[config.mk]
export PLATFORM = sky130hd
export DESIGN_NAME = wrw_watchdog
export DESIGN_NICKNAME = d
export VERILOG_FILES = /design/src/wrw_pkg.sv /design/src/wrw_watchdog.sv
export VERILOG_INCLUDE_DIRS = /design/src
export SDC_FILE = /design/constraint.sdc
export NUM_CORES = 1
export LEC_CHECK = 0
export ABC_AREA = 1
export CAP_MARGIN = 10
export CORE_ASPECT_RATIO = 1.75
export CORE_MARGIN = 2
export CORE_UTILIZATION = 48
export DETAILED_ROUTE_END_ITERATION = 10
export DONT_BUFFER_PORTS = 1
export HOLD_SLACK_MARGIN = 0.08
export SYNTH_ARGS = -nofsm -noshare
export SYNTH_HDL_FRONTEND = slang
export SYNTH_SLANG_ARGS = --single-unit
[constraint.sdc]
create_clock -name core_clk -period 2.15 [get_ports core_clk]
set_input_delay 0.215 -clock core_clk [delete_from_list [all_inputs] [get_ports core_clk]]
set_output_delay 0.215 -clock core_clk [all_outputs]
set_load 0.02 [all_outputs]
[src/wrw_defs.svh]
/*
 * Offsets, field positions, reset values and timing figures of the
 * windowed reset watchdog.
 * Assumes inclusion by bare name from the design file.
 */
`ifndef WRW_DEFS_SVH
`define WRW_DEFS_SVH

// ---------------------------------------------------------------
// Register map (index and byte address)
// ---------------------------------------------------------------
`define WRW_CTRL_IDX 8'h0D
`define WRW_STAT_IDX 8'h0E
`define WRW_CTRL_ADDR 12'h034
`define WRW_STAT_ADDR 12'h038
`define WRW_ADDR_W 12

// ---------------------------------------------------------------
// Fields and values
// ---------------------------------------------------------------
`define WRW_ACT_BIT 7
`define WRW_TOP_BIT 6
`define WRW_CTRL_RST 8'h7F
`define WRW_ROLL_VAL 7'h40
`define WRW_STAT_HW 0
`define WRW_STAT_HALT 1
`define WRW_STAT_WAKE 2
`define WRW_STAT_RST 3

// ---------------------------------------------------------------
// Timing
// ---------------------------------------------------------------
`define WRW_CLK_MHZ 250
`define WRW_TICK_CYC 65536
`define WRW_RST_NS 30000
`define WRW_WAKE_CYC 514
`define WRW_PRE_W 17
`define WRW_RCNT_W 16
`define WRW_WCNT_W 10

`endif

[src/wrw_pkg.sv]
/*
 * Types shared by the windowed reset watchdog.
 * Assumes nothing of its surroundings.
 */
`default_nettype none

package wrw_pkg;

    // ---------------------------------------------------------------
    // Control register image
    // ---------------------------------------------------------------
    typedef struct packed {
        logic act;
        logic [6:0] cnt;
    } wrw_ctrl_t;

    // ---------------------------------------------------------------
    // Low-power sequencing
    // ---------------------------------------------------------------
    typedef enum logic [1:0] {
        WRW_RUN = 2'b00,
        WRW_HALT = 2'b01,
        WRW_WAKE = 2'b10
    } wrw_pwr_t;

endpackage : wrw_pkg

`default_nettype wire

[src/wrw_watchdog.sv]
/*
 * Windowed reset watchdog: 7-bit down-counter behind an APB slave,
 * pulsing a chip reset low on expiry or on software request.
 * Assumes core_clk at 250 MHz, halt and wake from the core clock
 * domain, and the option strap held steady across reset release.
 */
// How it works
// Counter drops one every 65536 cycles
// Active and 40h to 3Fh fires reset
// Counter runs even when not activated
// Software refreshes with C0h..FFh in time
// Low six bits give steps left
// Option strap picks software or hardware mode
// Software mode leaves reset deactivated
// Activation bit cannot be cleared by software
// Write active with top bit clear resets
// Hardware mode is always active
// WAIT mode changes nothing
// HALT freezes counter, blocks reset
// Wake resumes counting after 514 cycles
// Reset out of HALT deactivates again
// Software refreshes before entering HALT
// Control reads activation and count, resets 7Fh
// Write loads count, restarts interval
`include "wrw_defs.svh"
`default_nettype none

module wrw_watchdog #(
    parameter int TICK_CYC = `WRW_TICK_CYC,
    parameter int RST_CYC = (`WRW_RST_NS * `WRW_CLK_MHZ + 999) / 1000
) (
    // Clock and reset
    input wire logic core_clk,
    input wire logic rst_b,
    // APB slave
    input wire logic psel,
    input wire logic penable,
    input wire logic pwrite,
    input wire logic [`WRW_ADDR_W-1:0] paddr,
    input wire logic [31:0] pwdata,
    output logic [31:0] prdata,
    output logic pready,
    output logic pslverr,
    // Option strap and power state
    input wire logic hw_mode_opt,
    input wire logic halt_req,
    input wire logic ext_wake,
    // Reset request to the reset pin driver
    output logic wd_rst_b
);

    // ---------------------------------------------------------------
    // Reset release and strap capture
    // ---------------------------------------------------------------
    logic rst_s1_q, rst_n_q;
    logic opt_s1_q, opt_s2_q, hw_mode_q, opt_done_q;

    always_ff @(posedge core_clk or negedge rst_b) begin
        if (!rst_b) begin
            rst_s1_q <= 1'b0;
            rst_n_q <= 1'b0;
        end else begin
            rst_s1_q <= 1'b1;
            rst_n_q <= rst_s1_q;
        end
    end

    // No reset here, so the strap has settled by the time reset lifts
    always_ff @(posedge core_clk) begin
        opt_s1_q <= hw_mode_opt;
        opt_s2_q <= opt_s1_q;
    end

    // Strap is caught once after release so a glitch later cannot drop it
    always_ff @(posedge core_clk or negedge rst_n_q) begin
        if (!rst_n_q) begin
            hw_mode_q <= 1'b0;
            opt_done_q <= 1'b0;
        end else if (!opt_done_q) begin
            hw_mode_q <= opt_s2_q;
            opt_done_q <= 1'b1;
        end
    end

    // ---------------------------------------------------------------
    // APB decode
    // ---------------------------------------------------------------
    logic setup, wr_acc, hit_ctrl, hit_stat, ctrl_wr;

    assign setup = psel && !penable;
    assign wr_acc = psel && penable && pwrite;
    assign hit_ctrl = (paddr == `WRW_CTRL_ADDR);
    assign hit_stat = (paddr == `WRW_STAT_ADDR);
    assign ctrl_wr = wr_acc && hit_ctrl;
    // Data is staged in the setup cycle, so every access takes one wait-free phase
    assign pready = 1'b1;

    // ---------------------------------------------------------------
    // Low-power sequencing
    // ---------------------------------------------------------------
    wrw_pkg::wrw_pwr_t pwr_q;
    logic [`WRW_WCNT_W-1:0] wake_q;

    always_ff @(posedge core_clk or negedge rst_n_q) begin
        if (!rst_n_q) begin
            pwr_q <= wrw_pkg::WRW_RUN;
        end else begin
            case (pwr_q)
                wrw_pkg::WRW_RUN: begin
                    if (halt_req) begin
                        pwr_q <= wrw_pkg::WRW_HALT;
                    end
                end
                wrw_pkg::WRW_HALT: begin
                    if (ext_wake) begin
                        pwr_q <= wrw_pkg::WRW_WAKE;
                    end
                end
                wrw_pkg::WRW_WAKE: begin
                    if (wake_q == `WRW_WCNT_W'(1)) begin
                        pwr_q <= wrw_pkg::WRW_RUN;
                    end
                end
                default: begin
                    pwr_q <= wrw_pkg::WRW_RUN;
                end
            endcase
        end
    end

    always_ff @(posedge core_clk or negedge rst_n_q) begin
        if (!rst_n_q) begin
            wake_q <= '0;
        end else if (pwr_q == wrw_pkg::WRW_HALT && ext_wake) begin
            wake_q <= `WRW_WCNT_W'(`WRW_WAKE_CYC);
        end else if (wake_q != '0) begin
            wake_q <= wake_q - `WRW_WCNT_W'(1);
        end
    end

    logic running;

    // WAIT is not an input at all: it cannot touch the count
    assign running = (pwr_q == wrw_pkg::WRW_RUN);

    // ---------------------------------------------------------------
    // Interval prescaler
    // ---------------------------------------------------------------
    logic [`WRW_PRE_W-1:0] pre_q;
    logic tick;

    assign tick = running && (pre_q == `WRW_PRE_W'(TICK_CYC - 1));

    always_ff @(posedge core_clk or negedge rst_n_q) begin
        if (!rst_n_q) begin
            pre_q <= '0;
        end else if (ctrl_wr) begin
            pre_q <= '0;
        end else if (tick) begin
            pre_q <= '0;
        end else if (running) begin
            pre_q <= pre_q + `WRW_PRE_W'(1);
        end
    end

    // ---------------------------------------------------------------
    // Control register
    // ---------------------------------------------------------------
    wrw_pkg::wrw_ctrl_t ctrl_q;
    logic active, roll, sw_rst, trig;

    // Reset value clears activation, also for a reset that ends HALT
    always_ff @(posedge core_clk or negedge rst_n_q) begin
        if (!rst_n_q) begin
            ctrl_q <= wrw_pkg::wrw_ctrl_t'(`WRW_CTRL_RST);
        end else if (ctrl_wr) begin
            ctrl_q.act <= ctrl_q.act | pwdata[`WRW_ACT_BIT];
            ctrl_q.cnt <= pwdata[`WRW_TOP_BIT:0];
        end else if (tick) begin
            ctrl_q.cnt <= ctrl_q.cnt - 7'(1);
        end
    end

    assign active = hw_mode_q || ctrl_q.act;
    // A refresh landing on the roll cycle wins, as the write reloads the count
    assign roll = tick && !ctrl_wr && (ctrl_q.cnt == `WRW_ROLL_VAL);
    assign sw_rst = ctrl_wr && !pwdata[`WRW_TOP_BIT]
        && (hw_mode_q || pwdata[`WRW_ACT_BIT] || ctrl_q.act);
    // Roll only counts while running, so HALT suppresses it
    assign trig = running && ((active && roll) || sw_rst);

    // ---------------------------------------------------------------
    // Reset pulse
    // ---------------------------------------------------------------
    // A retrigger reloads the pulse, so a pulse can stretch but never shorten
    logic [`WRW_RCNT_W-1:0] rcnt_q;

    always_ff @(posedge core_clk or negedge rst_n_q) begin
        if (!rst_n_q) begin
            rcnt_q <= '0;
        end else if (trig) begin
            rcnt_q <= `WRW_RCNT_W'(RST_CYC);
        end else if (rcnt_q != '0) begin
            rcnt_q <= rcnt_q - `WRW_RCNT_W'(1);
        end
    end

    always_ff @(posedge core_clk or negedge rst_n_q) begin
        if (!rst_n_q) begin
            wd_rst_b <= 1'b1;
        end else begin
            wd_rst_b <= !(trig || rcnt_q > `WRW_RCNT_W'(1));
        end
    end

    // ---------------------------------------------------------------
    // Read data and error
    // ---------------------------------------------------------------
    always_ff @(posedge core_clk or negedge rst_n_q) begin
        if (!rst_n_q) begin
            prdata <= '0;
            pslverr <= 1'b0;
        end else if (setup) begin
            pslverr <= !(hit_ctrl || hit_stat);
            if (hit_ctrl) begin
                prdata <= {24'h0, ctrl_q};
            end else if (hit_stat) begin
                prdata <= '0;
                prdata[`WRW_STAT_HW] <= hw_mode_q;
                prdata[`WRW_STAT_HALT] <= (pwr_q == wrw_pkg::WRW_HALT);
                prdata[`WRW_STAT_WAKE] <= (pwr_q == wrw_pkg::WRW_WAKE);
                prdata[`WRW_STAT_RST] <= !wd_rst_b;
            end else begin
                prdata <= '0;
            end
        end
    end

    // ---------------------------------------------------------------
    // Check helpers
    // ---------------------------------------------------------------
    // Cycles spent in the wake delay, counted apart from wake_q
    logic [`WRW_WCNT_W-1:0] wake_len_q;

    always_ff @(posedge core_clk or negedge rst_n_q) begin
        if (!rst_n_q) begin
            wake_len_q <= '0;
        end else if (pwr_q == wrw_pkg::WRW_WAKE) begin
            wake_len_q <= wake_len_q + `WRW_WCNT_W'(1);
        end else begin
            wake_len_q <= '0;
        end
    end
endmodule : wrw_watchdog

`default_nettype wire

* Word level (Yosys, flattened, before mapping) *
Cells that the tools add are included.
Widths: inputs -> output; s select.

cells by class
  magnitude comparators = 1
  add/sub/neg operators = 4
  mux-type cells = 15
  equal/unequal tests = 10
  bitwise logic cells = 1
  reduce and logical (&&, ||, !) cells = 32

operators by type and width
  kind                   number
  $mux 17                3
  $mux 16                2
  $mux 32                1
  $eq 12x6->1 const B    2
  $mux 10                2
  $add 17x1->17 const B  1
  $eq 17x16->1 const B   1
  $gt 16x1->1 const B    1
  $reduce_bool 16->1     1
  $sub 16x1->16 const B  1
  $mux 7                 2
  $logic_and 1x1->1      12
  $eq 10x1->1 const B    1
  $reduce_bool 10->1     1
  $sub 10x1->10 const B  1
  $eq 7x7->1 const B     1
  $sub 7x1->7 const B    1
  $logic_not 1->1        6
  $logic_or 1x1->1       6
  $mux 2                 3
  $ne 2x2->1 const B     3
  $pmux 2 s3             1
  $reduce_bool 2->1      3
  $mux 4                 1
  other kinds (6)        6

storage, ports and cells
  bits of input ports = 52
  flip-flop bits (word level) = 93
  logic and storage cells = 78

* Logic depth before layout (Yosys ltp) *
Gate-level depths: netlist of the first run.

  depth in word-level cells = 11
  mapped depth = 11

* Worst setup path after synthesis of the first run *
No wires, ideal clock.

  path type = reg2reg
  start = reg pre_q[0]
  end = reg rcnt_q[14]
  arrival time = 1.481 ns
  period minus slack after synthesis = 1.597 ns
  stages on the path, launching flop included = 11
  setup time = 0.117 ns
  required time = 2.033 ns
  path slack = 0.553 ns
  cells stage by stage = dfrtp_1 -> ha_1 -> inv_1 -> nor2_4 -> nand2_4 -> nor2_8 -> nand4_2 -> nand2_2 -> nand2_4 -> clkinv_2 -> nor2_1

between the ends
  longest elaborated chain between the ends = 8

RTL lines
  what                                          line                 RTL
  start, declared                               wrw_watchdog.sv:149  logic [`WRW_PRE_W-1:0] pre_q;
  start signal, assigned                        wrw_watchdog.sv:162  pre_q <= pre_q + `WRW_PRE_W'(1);
  $eq 17x16->1 (*)                              wrw_watchdog.sv:152  assign tick = running && (pre_q == `WRW_PRE_W'(TICK_CYC - 1));
  $logic_and 1x1->1 (*)                         wrw_watchdog.sv:152
  $logic_and 1x1->1 (*) (2 in a row)            wrw_watchdog.sv:186  assign roll = tick && !ctrl_wr && (ctrl_q.cnt == `WRW_ROLL_VAL);
  $logic_and 1x1->1 (*)                         wrw_watchdog.sv:190  assign trig = running && ((active && roll) || sw_rst);
  $logic_or 1x1->1 (*)                          wrw_watchdog.sv:190
  $logic_and 1x1->1 (*)                         wrw_watchdog.sv:190
  $mux 16 or $reduce_bool 2->1 (tied branches)  -
  end signal, assigned                          wrw_watchdog.sv:202  rcnt_q <= `WRW_RCNT_W'(RST_CYC);
  end signal, assigned                          wrw_watchdog.sv:204  rcnt_q <= rcnt_q - `WRW_RCNT_W'(1);
  end, declared                                 wrw_watchdog.sv:196  logic [`WRW_RCNT_W-1:0] rcnt_q;

Mark *: on every way between the ends. The rest lies on a longest branch, timed or not.
A chain may end at the register's enable or synchronous reset.

* Worst setup path in the final report of the first run *
  start = reg pre_q[0]
  end = reg pre_q[10]

between the ends
  longest elaborated chain between the ends = 4

RTL lines
  what                                           line                                      RTL
  $add 17x1->17 or $eq 17x16->1 (tied branches)  wrw_watchdog.sv:162, wrw_watchdog.sv:152
  $mux 17 or $logic_and 1x1->1 (tied branches)   wrw_watchdog.sv:161, wrw_watchdog.sv:152
  $mux 17                                        wrw_watchdog.sv:159                       end else if (tick) begin
  $mux 17                                        wrw_watchdog.sv:157                       end else if (ctrl_wr) begin

Several ways; a longest one is shown, not always the timed one. The select of a mux whose other input is x is not followed.

==> results.json, run 1 <==
{
  "clkSinkCount": 69,
  "portBuffers": 0,
  "hold_viol_final": 0,
  "yosys_warnings": 0,
  "path_cells": "ha_1 -> inv_1 -> nor2_4 -> nand2_4 -> nor2_8 -> nand2_2 -> nand2_4 -> o21ai_0 -> o21a_1",
  "stdcell_area_sq_um": 4470,
  "hpwl_mm": 6.41,
  "min_period_ns": 1.90,
  "die-height_um": 126,
  "dieArea_sq_um": 9230,
  "vias": 3278,
  "post-route-period-util_pct": 88.2,
  "globalplace.congestion": 0.860,
  "ant_nets": 0,
  "dpl_cell_area_sq_um": 4080,
  "intPower_mw": 2.65,
  "grt_usage_pct": 21.0,
  "yosysTopAreaCell": "dfrtp_1",
  "critPathLaunchType": "register",
  "synthArstFlopShare_pct": 97.1,
  "synth-xor-area-share_pct": 3.67,
  "wirelength_mm": 8.82,
  "first_pass_iters": 5,
  "h-tree-depth": 3,
  "yosysMostFrequentCell": "nand2_1",
  "antenna_cells": 0,
  "syn_inst": 509,
  "crit_top_cell": "nand2_4",
  "path_buf_inv": 1,
  "critPathMaxStageDelay_ns": 0.45,
  "end_kind": "register",
  "core-area_sq_um": 8260,
  "syn_to_final_growth_pct": 10.2,
  "crit_fanout": 18,
  "nets": 589,
  "seq_power_share_pct": 41.9,
  "grt_pass1_wl_mm": 15.0,
  "clkPwrFrac_pct": 34.1,
  "cpMaxStageDelayCell": "dfrtp_1",
  "worstSetupPathType": "register to register",
  "hold_path.class": "input port to asynchronous set/reset pin",
  "ys_seq_area_share_pct": 42.6,
  "yosys.area_share.simple_pct": 31.8,
  "synth_area_leaders": "dfrtp_1 36%, nand2_1 10%, inv_1 5.6%",
  "irDropWorstVdd_uv": 610,
  "maxSlewViolCount": 0,
  "num_rows": 44,
  "comb_power_share_pct": 24.0,
  "clk_latency_ns": 0.34,
  "cts_buffers": 9,
  "drt_iter0_markers": 198,
  "power.density_nw_per_um2": 912,
  "cts-root-buf": "clkbuf_16",
  "synth-compound-area-share_pct": 7.71,
  "setup_tns_ns": 0,
  "remaining_drc_errors": 0,
  "outcome": "finished clean",
  "antenna_found_initial": 0,
  "synth_top_family_by_area": "simple AND/OR/NAND/NOR gates",
  "fin_skew_ns": 0.00754,
  "timing.fmax_mhz": 527,
  "synth_top_area_share_pct": 36.4,
  "power.switching_mw": 1.43,
  "detail_route.wl_per_cell_um": 14.1,
  "viasPerCell": 5.24,
  "drv_cap": 0,
  "overflow": 0,
  "swShare_pct": 35.1,
  "layout-drive-gt1-share_pct": 9.93,
  "grt_pass1_vias": 3313,
  "rsz0062_at_grt": "no",
  "clk_pin_slew_ns": 0.06,
  "yosys_most_used_dff": "dfrtp_1",
  "grt_max_degree": 66,
  "arrival_ns": 2.13,
  "synth_fa_ha_area_share_pct": 2.47,
  "finalSetupViolCount": 0,
  "timing.hold.ws_ns": 0.104,
  "clockBufferDepth": 2,
  "ios": 87,
  "synthMuxAreaShare_pct": 0.247,
  "synthTopCellsByCount": "108 x nand2_1, 60 x inv_1, 59 x dfrtp_1",
  "die_x_um": 73.5,
  "critPathTopFamily": "simple AND/OR/NAND/NOR gates",
  "p_leak_nw": 2.14,
  "cts_tree": "built",
  "start_util_pct": 49.1,
  "synth_edf_count": 0,
  "ys_seq_elements": 69,
  "synth_cell_types": 44,
  "synth_area_sq_um": 4060,
  "syn_area_per_cell_sq_um": 7.97,
  "cts_setup_buffers": 0,
  "cp.required_ns": 2.38
}
==> kinds of logic (layout without fill, tap and decap cells) <==
| family | after synthesis | in the layout |
|---|---|---|
| XOR/XNOR | 17 | 17 |
| multiplexers | 1 | 1 |
| buffers and inverters | 93 | 93 |
| AO/OA/AOI/OAI | 51 | 51 |
| AND/OR/NAND/NOR | 268 | 268 |
| flip-flops | 69 | 69 |
| other | 2 | 27 |
| adder cells (fa/ha/maj) | 8 | 8 |
==> stage by stage <==
step / cells / utilization [%] / power [mW] / worst slack (ns)
CTS: 626 / 54.2 / 4.11 / 0.247
global placement: 598 / 49.3 / 2.64 / 0.301
detailed placement: 598 / 49.3 / 2.68 / 0.263
finish: 626 / 54.2 / 4.08 / 0.254
floorplan: 534 / - / 2.47 / 0.160
global route: 626 / 54.2 / 4.33 / 0.0970
==> cell type report <==
class / instances / area (sq um)
inverter: 62 / 234
clock buffer: 10 / 239
timing repair buffer: 15 / 155
fill: 783 / 3780
clock inverter: 6 / 38.8
tap: 92 / 115
sequential: 69 / 1730
multi-input combinational: 372 / 1960
==> cell usage in the layout (no fill, tap or decap), types with 2 or more instances in the layout <==
| master | synthesis | final |
|---|---|---|
| nor2_2 | 4 | 4 |
| or2_2 | 2 | 2 |
| and3_1 | 3 | 3 |
| clkbuf_16 | 0 | 9 |
| xnor2_1 | 2 | 2 |
| ha_1 | 8 | 8 |
| nand2_4 | 3 | 3 |
| conb_1 | 2 | 27 |
| nand3_1 | 28 | 28 |
| o31ai_1 | 7 | 7 |
| buf_4 | 27 | 2 |
| o21bai_1 | 2 | 2 |
| clkinvlp_4 | 0 | 2 |
| nor3b_1 | 2 | 2 |
| o21ai_0 | 15 | 15 |
| nand3b_1 | 3 | 3 |
| nand4_1 | 25 | 25 |
| a21oi_1 | 10 | 10 |
| dfrtp_1 | 59 | 58 |
| nand2_1 | 108 | 108 |
| nor2_1 | 58 | 58 |
| inv_1 | 60 | 60 |
| dlygate4sd3_1 | 0 | 12 |
| o211ai_1 | 10 | 10 |
| dfstp_2 | 8 | 8 |
| nor2_4 | 5 | 5 |
| clkinv_2 | 1 | 4 |
| nor3_1 | 16 | 16 |
| nand2_2 | 4 | 4 |
| xor2_1 | 15 | 15 |
| dfxtp_1 | 2 | 2 |
| o22ai_1 | 4 | 4 |
==> worst reg2reg max path, stage by stage (launching register included) <==
cell	delay, ns
dfrtp_1	0.45
ha_1	0.24
inv_1	0.09
nor2_4	0.21
nand2_4	0.10
nor2_8	0.18
nand2_2	0.08
nand2_4	0.20
o21ai_0	0.12
o21a_1	0.11
==> path summary, 6_finish.rpt <==
check                                      from  slack, ns                      to  cells past startpoint
setup / recovery           pre_q[0]$_DFFE_PN0P_       0.25   pre_q[10]$_DFFE_PN0P_                      9
hold / removal                            rst_b       0.10      rst_s1_q$_DFF_PN0_                      1
setup reg to reg           pre_q[0]$_DFFE_PN0P_       0.25   pre_q[10]$_DFFE_PN0P_                      9
hold reg to reg               rst_n_q$_DFF_PN0_       0.27  rcnt_q[13]$_DFFE_PN0P_                      1
max in group asynchronous     rst_n_q$_DFF_PN0_       1.53   ctrl_q[0]$_DFFE_PN1P_                      1
min in group core_clk                   penable       0.13   prdata[2]$_DFFE_PN0P_                      3
==> power by group through the flow <==
stage          registers [mW]  logic, mW  clock network [mW]
2_1_floorplan            1.70      0.776                   0
3_3_place_gp             1.72      0.924                   0
3_5_place_dp             1.73      0.956                   0
4_1_cts                  1.71      0.990                1.42
5_1_grt                  1.74       1.11                1.48
6_report                 1.71      0.978                1.39
==> per-layer routing <==
metal | GRT usage, % | up-vias | share of wire, %
li1 | - | 1651 | -
met1 | 24.1 | 1557 | 41
met2 | 35.5 | 57 | 53
met3 | 5.36 | 13 | 3.9
met4 | 9.95 | 0 | 2.2
met5 | 0 | - | 0
==> sequential cells by signal, summed over array words and instances (netlist names) <==
| name | count |
|---|---|
| pre_q | 17 |
| rcnt_q | 16 |
| wake_q | 10 |
| ctrl_q | 8 |
| prdata | 8 |
| pwr_q | 2 |
| hw_mode_q | 1 |
| opt_done_q | 1 |
| opt_s1_q | 1 |
| opt_s2_q | 1 |
| pslverr | 1 |
| rst_n_q | 1 |
| rst_s1_q | 1 |
| wd_rst_b | 1 |
==> repair_timing <==
item	in CTS	in global routing
resized for setup	0	0
hold buffers	12	0
endpoints found under the hold margin	12	0
Power figures use the tool's default switching activity.
==> inputs of run 2 (changes only) <==
Settings changed: CORE_UTILIZATION 48 to 64, PLACE_DENSITY from default to 0.8.
==> results.json, run 2 (synthesis gave the netlist of run 1 again) <==
{
  "outcome": "finished clean",
  "hold_viol_final": 0,
  "reg.largest.list": "pre_q (17), rcnt_q (16), wake_q (10)",
  "grt_max_degree": 66,
  "syn_to_final_growth_pct": 8.76,
  "grt_usage_pct": 26.6,
  "clkSinkCount": 69,
  "seq_power_share_pct": 44.5,
  "wirelength_mm": 8.56,
  "drv_cap": 0,
  "hp-start": "penable",
  "end_kind": "register",
  "clockBufferDepth": 2,
  "first_pass_iters": 4,
  "cts_tree": "built",
  "top_register": "pre_q",
  "rsz0062_at_grt": "no",
  "portBuffers": 0,
  "antenna_found_initial": 0,
  "intPower_mw": 2.49,
  "swShare_pct": 35.2,
  "core-area_sq_um": 6180,
  "hold_path.class": "input port to register",
  "die_x_um": 64.2,
  "mostFrequentLayoutCell": "nand2_1",
  "grt_pass1_vias": 3322,
  "h-tree-depth": 3,
  "fin_skew_ns": 0.0121,
  "hpwl_mm": 6.24,
  "layout-drive-gt1-share_pct": 9.68,
  "r2r_start": "pre_q[0]$_DFFE_PN0P_",
  "viasPerCell": 5.50,
  "start_util_pct": 65.6,
  "drt_iter0_markers": 303,
  "setup_tns_ns": 0,
  "grt_pass1_wl_mm": 14.4,
  "clk_latency_ns": 0.36,
  "num_rows": 38,
  "dieArea_sq_um": 7020,
  "power.switching_mw": 1.36,
  "ant_nets": 0,
  "worstSetupPathType": "register to register",
  "r2r-end": "pre_q[10]$_DFFE_PN0P_",
  "remaining_drc_errors": 0,
  "clkPwrFrac_pct": 29.7,
  "cts_buffers": 9,
  "r2r_cells": 9,
  "r2r_slack_ns": 0.27,
  "largest_reg_flops": 17,
  "timing.fmax_mhz": 531,
  "maxSlewViolCount": 0,
  "globalplace.congestion": 0.900,
  "irDropWorstVdd_uv": 792,
  "detail_route.wl_per_cell_um": 13.9,
  "clk_pin_slew_ns": 0.08,
  "p_leak_nw": 2.12,
  "vias": 3393,
  "critPathLaunchType": "register",
  "layout_common_cells": "108 x nand2_1, 60 x inv_1, 58 x nor2_1, 58 x dfrtp_1, 28 x nand3_1",
  "finalSetupViolCount": 0,
  "nets": 592,
  "cts-root-buf": "clkbuf_8",
  "tightest_slew_ns": 0.585,
  "comb_power_share_pct": 25.8,
  "antenna_cells": 0,
  "cts_setup_buffers": 0,
  "relSlewSlack_pct": 60.9,
  "die-height_um": 109,
  "overflow": 0,
  "arrival_ns": 2.14,
  "crit_fanout": 18,
  "ios": 87,
  "post-route-period-util_pct": 87.6,
  "min_period_ns": 1.88,
  "worstHoldEndpoint": "prdata[1]$_DFFE_PN0P_",
  "power.density_nw_per_um2": 871,
  "timing.final.ws_setup_ns": 0.266,
  "cp.required_ns": 2.41,
  "whs_path_depth": 3,
  "place_ws_ns": 0.292
}
==> run 2: metal layers <==
metal,up-vias,GRT usage [%],routed length [um]
li1,1659,-,-
met1,1630,28.7,3250
met2,76,47.6,4660
met3,28,6.65,366
met4,0,14.0,280
met5,-,0,0
==> run 2: worst max-delay path, stage by stage (launching register included) <==
cell and delay [ns]:
dfrtp_1 0.44, ha_1 0.24, inv_1 0.09, nor2_4 0.20, nand2_4 0.10, nor2_8 0.17, nand2_2 0.08, nand2_4 0.19
o21ai_0 0.11, o21a_1 0.14
==> run 2: how the worst max path moves through the flow <==
stage	slack, ns	cells past startpoint	to	startpoint
floorplan	0.16	0	ctrl_q[7]$_DFFE_PN0N_	rst_n_q$_DFF_PN0_
global placement	0.32	9	pre_q[10]$_DFFE_PN0P_	pre_q[0]$_DFFE_PN0P_
detailed placement	0.29	9	pre_q[10]$_DFFE_PN0P_	pre_q[0]$_DFFE_PN0P_
CTS	0.28	9	pre_q[10]$_DFFE_PN0P_	pre_q[0]$_DFFE_PN0P_
global route	0.07	11	rcnt_q[15]$_DFFE_PN0P_	rcnt_q[0]$_DFFE_PN0P_
finish	0.27	9	pre_q[10]$_DFFE_PN0P_	pre_q[0]$_DFFE_PN0P_
==> run 2: metrics by stage <==
step | instances | total power [mW] | utilization, % | hold WS (ns) | cell area [sq um]
floorplan | 534 | 2.47 | - | -0.0806 | 4150
global placement | 588 | 2.62 | 65.9 | -0.0806 | 4080
detailed placement | 588 | 2.68 | 65.9 | -0.0806 | 4080
CTS | 617 | 3.86 | 71.4 | 0.0959 | 4410
global route | 617 | 4.09 | 71.4 | 0.128 | 4410
finish | 617 | 3.85 | 71.4 | 0.106 | 4410
==> run 2: power groups by stage <==
stage	sequential, mW	combinational, mW	clock, mW
global route	1.74	1.13	1.21
CTS	1.71	0.989	1.16
floorplan	1.70	0.776	0
global placement	1.72	0.906	0
detailed placement	1.73	0.949	0
finish	1.71	0.990	1.14
==> run 2: area by class of cell <==
type / instances / area [sq um]
Fill cell: 503 / 1770
Clock buffer: 12 / 135
Sequential cell: 69 / 1730
Multi-Input combinational cell: 372 / 1960
Clock inverter: 4 / 72.6
Tap cell: 80 / 100
Timing Repair Buffer: 18 / 180
Inverter: 62 / 234
==> run 2: repair_timing <==
| item | in CTS | in global routing |
|---|---|---|
| gates resized for setup | 0 | 0 |
| hold buffers | 13 | 0 |
| endpoints found under the hold margin | 12 | 0 |
==> inputs of run 3 (changes only) <==
Settings changed: CORE_UTILIZATION 64 to 45, PLACE_DENSITY 0.8 to default.
==> results.json, run 3 (synthesis gave the netlist of run 1 again) <==
{
  "drv_cap": 0,
  "wirelength_mm": 8.71,
  "cpMaxStageDelayCell": "dfrtp_1",
  "antenna_found_initial": 0,
  "top_register": "pre_q",
  "timing.fmax_mhz": 527,
  "largest_reg_flops": 17,
  "r2r_slack_ns": 0.25,
  "path_buf_inv": 2,
  "layout_common_cells": "108 x nand2_1, 60 x inv_1, 58 x nor2_1, 58 x dfrtp_1, 28 x nand3_1",
  "drt_iter0_markers": 138,
  "p_leak_nw": 2.15,
  "hold_path.class": "input port to register",
  "clockBufferDepth": 2,
  "remaining_drc_errors": 0,
  "crit_start": "pre_q[0]$_DFFE_PN0P_",
  "arrival_ns": 2.12,
  "dpl_cell_area_sq_um": 4100,
  "dieArea_sq_um": 9820,
  "cts_hold_buffers": 11,
  "fillers": 865,
  "r2r_start": "pre_q[0]$_DFFE_PN0P_",
  "setup_tns_ns": 0,
  "critPathLaunchType": "register",
  "detail_route.wl_per_cell_um": 13.4,
  "hpwl_mm": 6.64,
  "outcome": "finished clean",
  "ios": 87,
  "path_cells": "ha_1 -> inv_1 -> nor2_4 -> nand2_4 -> nor2_8 -> nand4_2 -> nand2_2 -> nand2_4 -> clkinv_2 -> nor2_1",
  "worstSetupPathType": "register to register",
  "crit_fanout": 10,
  "maxSlewViolCount": 0,
  "cts_setup_buffers": 0,
  "irDropWorstVdd_uv": 602,
  "ant_nets": 0,
  "grt_max_degree": 38,
  "end_kind": "register",
  "clk_latency_ns": 0.33,
  "r2r_cells": 10,
  "layout-drive-gt1-share_pct": 9.93,
  "dp_cells": 624,
  "first_pass_iters": 4,
  "globalplace.congestion": 0.881,
  "grt_usage_pct": 19.6,
  "syn_to_final_growth_pct": 11.8,
  "stdcell_count": 651,
  "antenna_cells": 0,
  "cts_resized": 0,
  "critPathMaxStageDelay_ns": 0.45,
  "die_x_um": 75.8,
  "die-height_um": 130,
  "mostFrequentLayoutCell": "nand2_1",
  "final_core_util_pct": 52.0,
  "timing.hold.ws_ns": 0.0966,
  "power.total_mw": 4.28,
  "vias": 3335,
  "hp-start": "pwdata[6]",
  "num_rows": 45,
  "place_ws_ns": 0.256,
  "crit_top_cell": "nand2_4",
  "portBuffers": 0,
  "nets": 589,
  "min_period_ns": 1.90,
  "whs_path_depth": 2,
  "post-route-period-util_pct": 88.2,
  "r2r-end": "rcnt_q[14]$_DFFE_PN0P_",
  "overflow": 0,
  "worstHoldEndpoint": "ctrl_q[6]$_DFFE_PN1P_",
  "stdcell_area_sq_um": 4540,
  "cts-root-buf": "clkbuf_16",
  "critPathTopFamily": "simple AND/OR/NAND/NOR gates",
  "clk_pin_slew_ns": 0.06,
  "start_util_pct": 46.5,
  "power.density_nw_per_um2": 944,
  "rsz0062_at_grt": "no",
  "grt_pass1_vias": 3286,
  "cp.required_ns": 2.37,
  "grt_pass1_wl_mm": 14.6,
  "reg.largest.list": "pre_q (17), rcnt_q (16), wake_q (10)",
  "core-area_sq_um": 8730,
  "timing.final.ws_setup_ns": 0.254,
  "cts_tree": "built",
  "h-tree-depth": 3,
  "viasPerCell": 5.12,
  "finalSetupViolCount": 0,
  "clkSinkCount": 69,
  "hold_viol_final": 0,
  "cts_buffers": 9,
  "fin_skew_ns": 0.00601
}
-- run 3: power by group --
part	internal (mW)	switching [mW]
combinational	0.335	0.642
sequential	1.50	0.204
clock	1.05	0.550
total	2.89	1.40
-- run 3: per-layer routing --
layer | vias up | GRT usage, % | part of all wire [%]
met5 | - | 0 | 0
met2 | 59 | 35.1 | 55
li1 | 1650 | - | -
met4 | 0 | 8.36 | 2.5
met1 | 1607 | 21.5 | 39
met3 | 19 | 4.04 | 3.0
-- run 3: worst max-delay path by stage --
stage | slack (ns) | cells past startpoint | end
6_report | 0.25 | 10 | rcnt_q[14]$_DFFE_PN0P_
5_1_grt | 0.1 | 10 | rcnt_q[14]$_DFFE_PN0P_
4_1_cts | 0.25 | 10 | rcnt_q[14]$_DFFE_PN0P_
3_5_place_dp | 0.26 | 10 | rcnt_q[14]$_DFFE_PN0P_
3_3_place_gp | 0.30 | 10 | rcnt_q[14]$_DFFE_PN0P_
2_1_floorplan | 0.16 | 0 | ctrl_q[7]$_DFFE_PN0N_
-- run 3: cell type report --
| cell class | count | area (sq um) | share of cell area (%) |
|---|---|---|---|
| multi-input cells | 372 | 1960 | 43.3 |
| flip-flops and latches | 69 | 1730 | 38.1 |
| clock buffers | 11 | 243 | 5.35 |
| inverters | 62 | 234 | 5.16 |
| well taps | 117 | 146 | 3.23 |
| repair buffers | 15 | 140 | 3.09 |
| clock inverters | 5 | 83.8 | 1.85 |
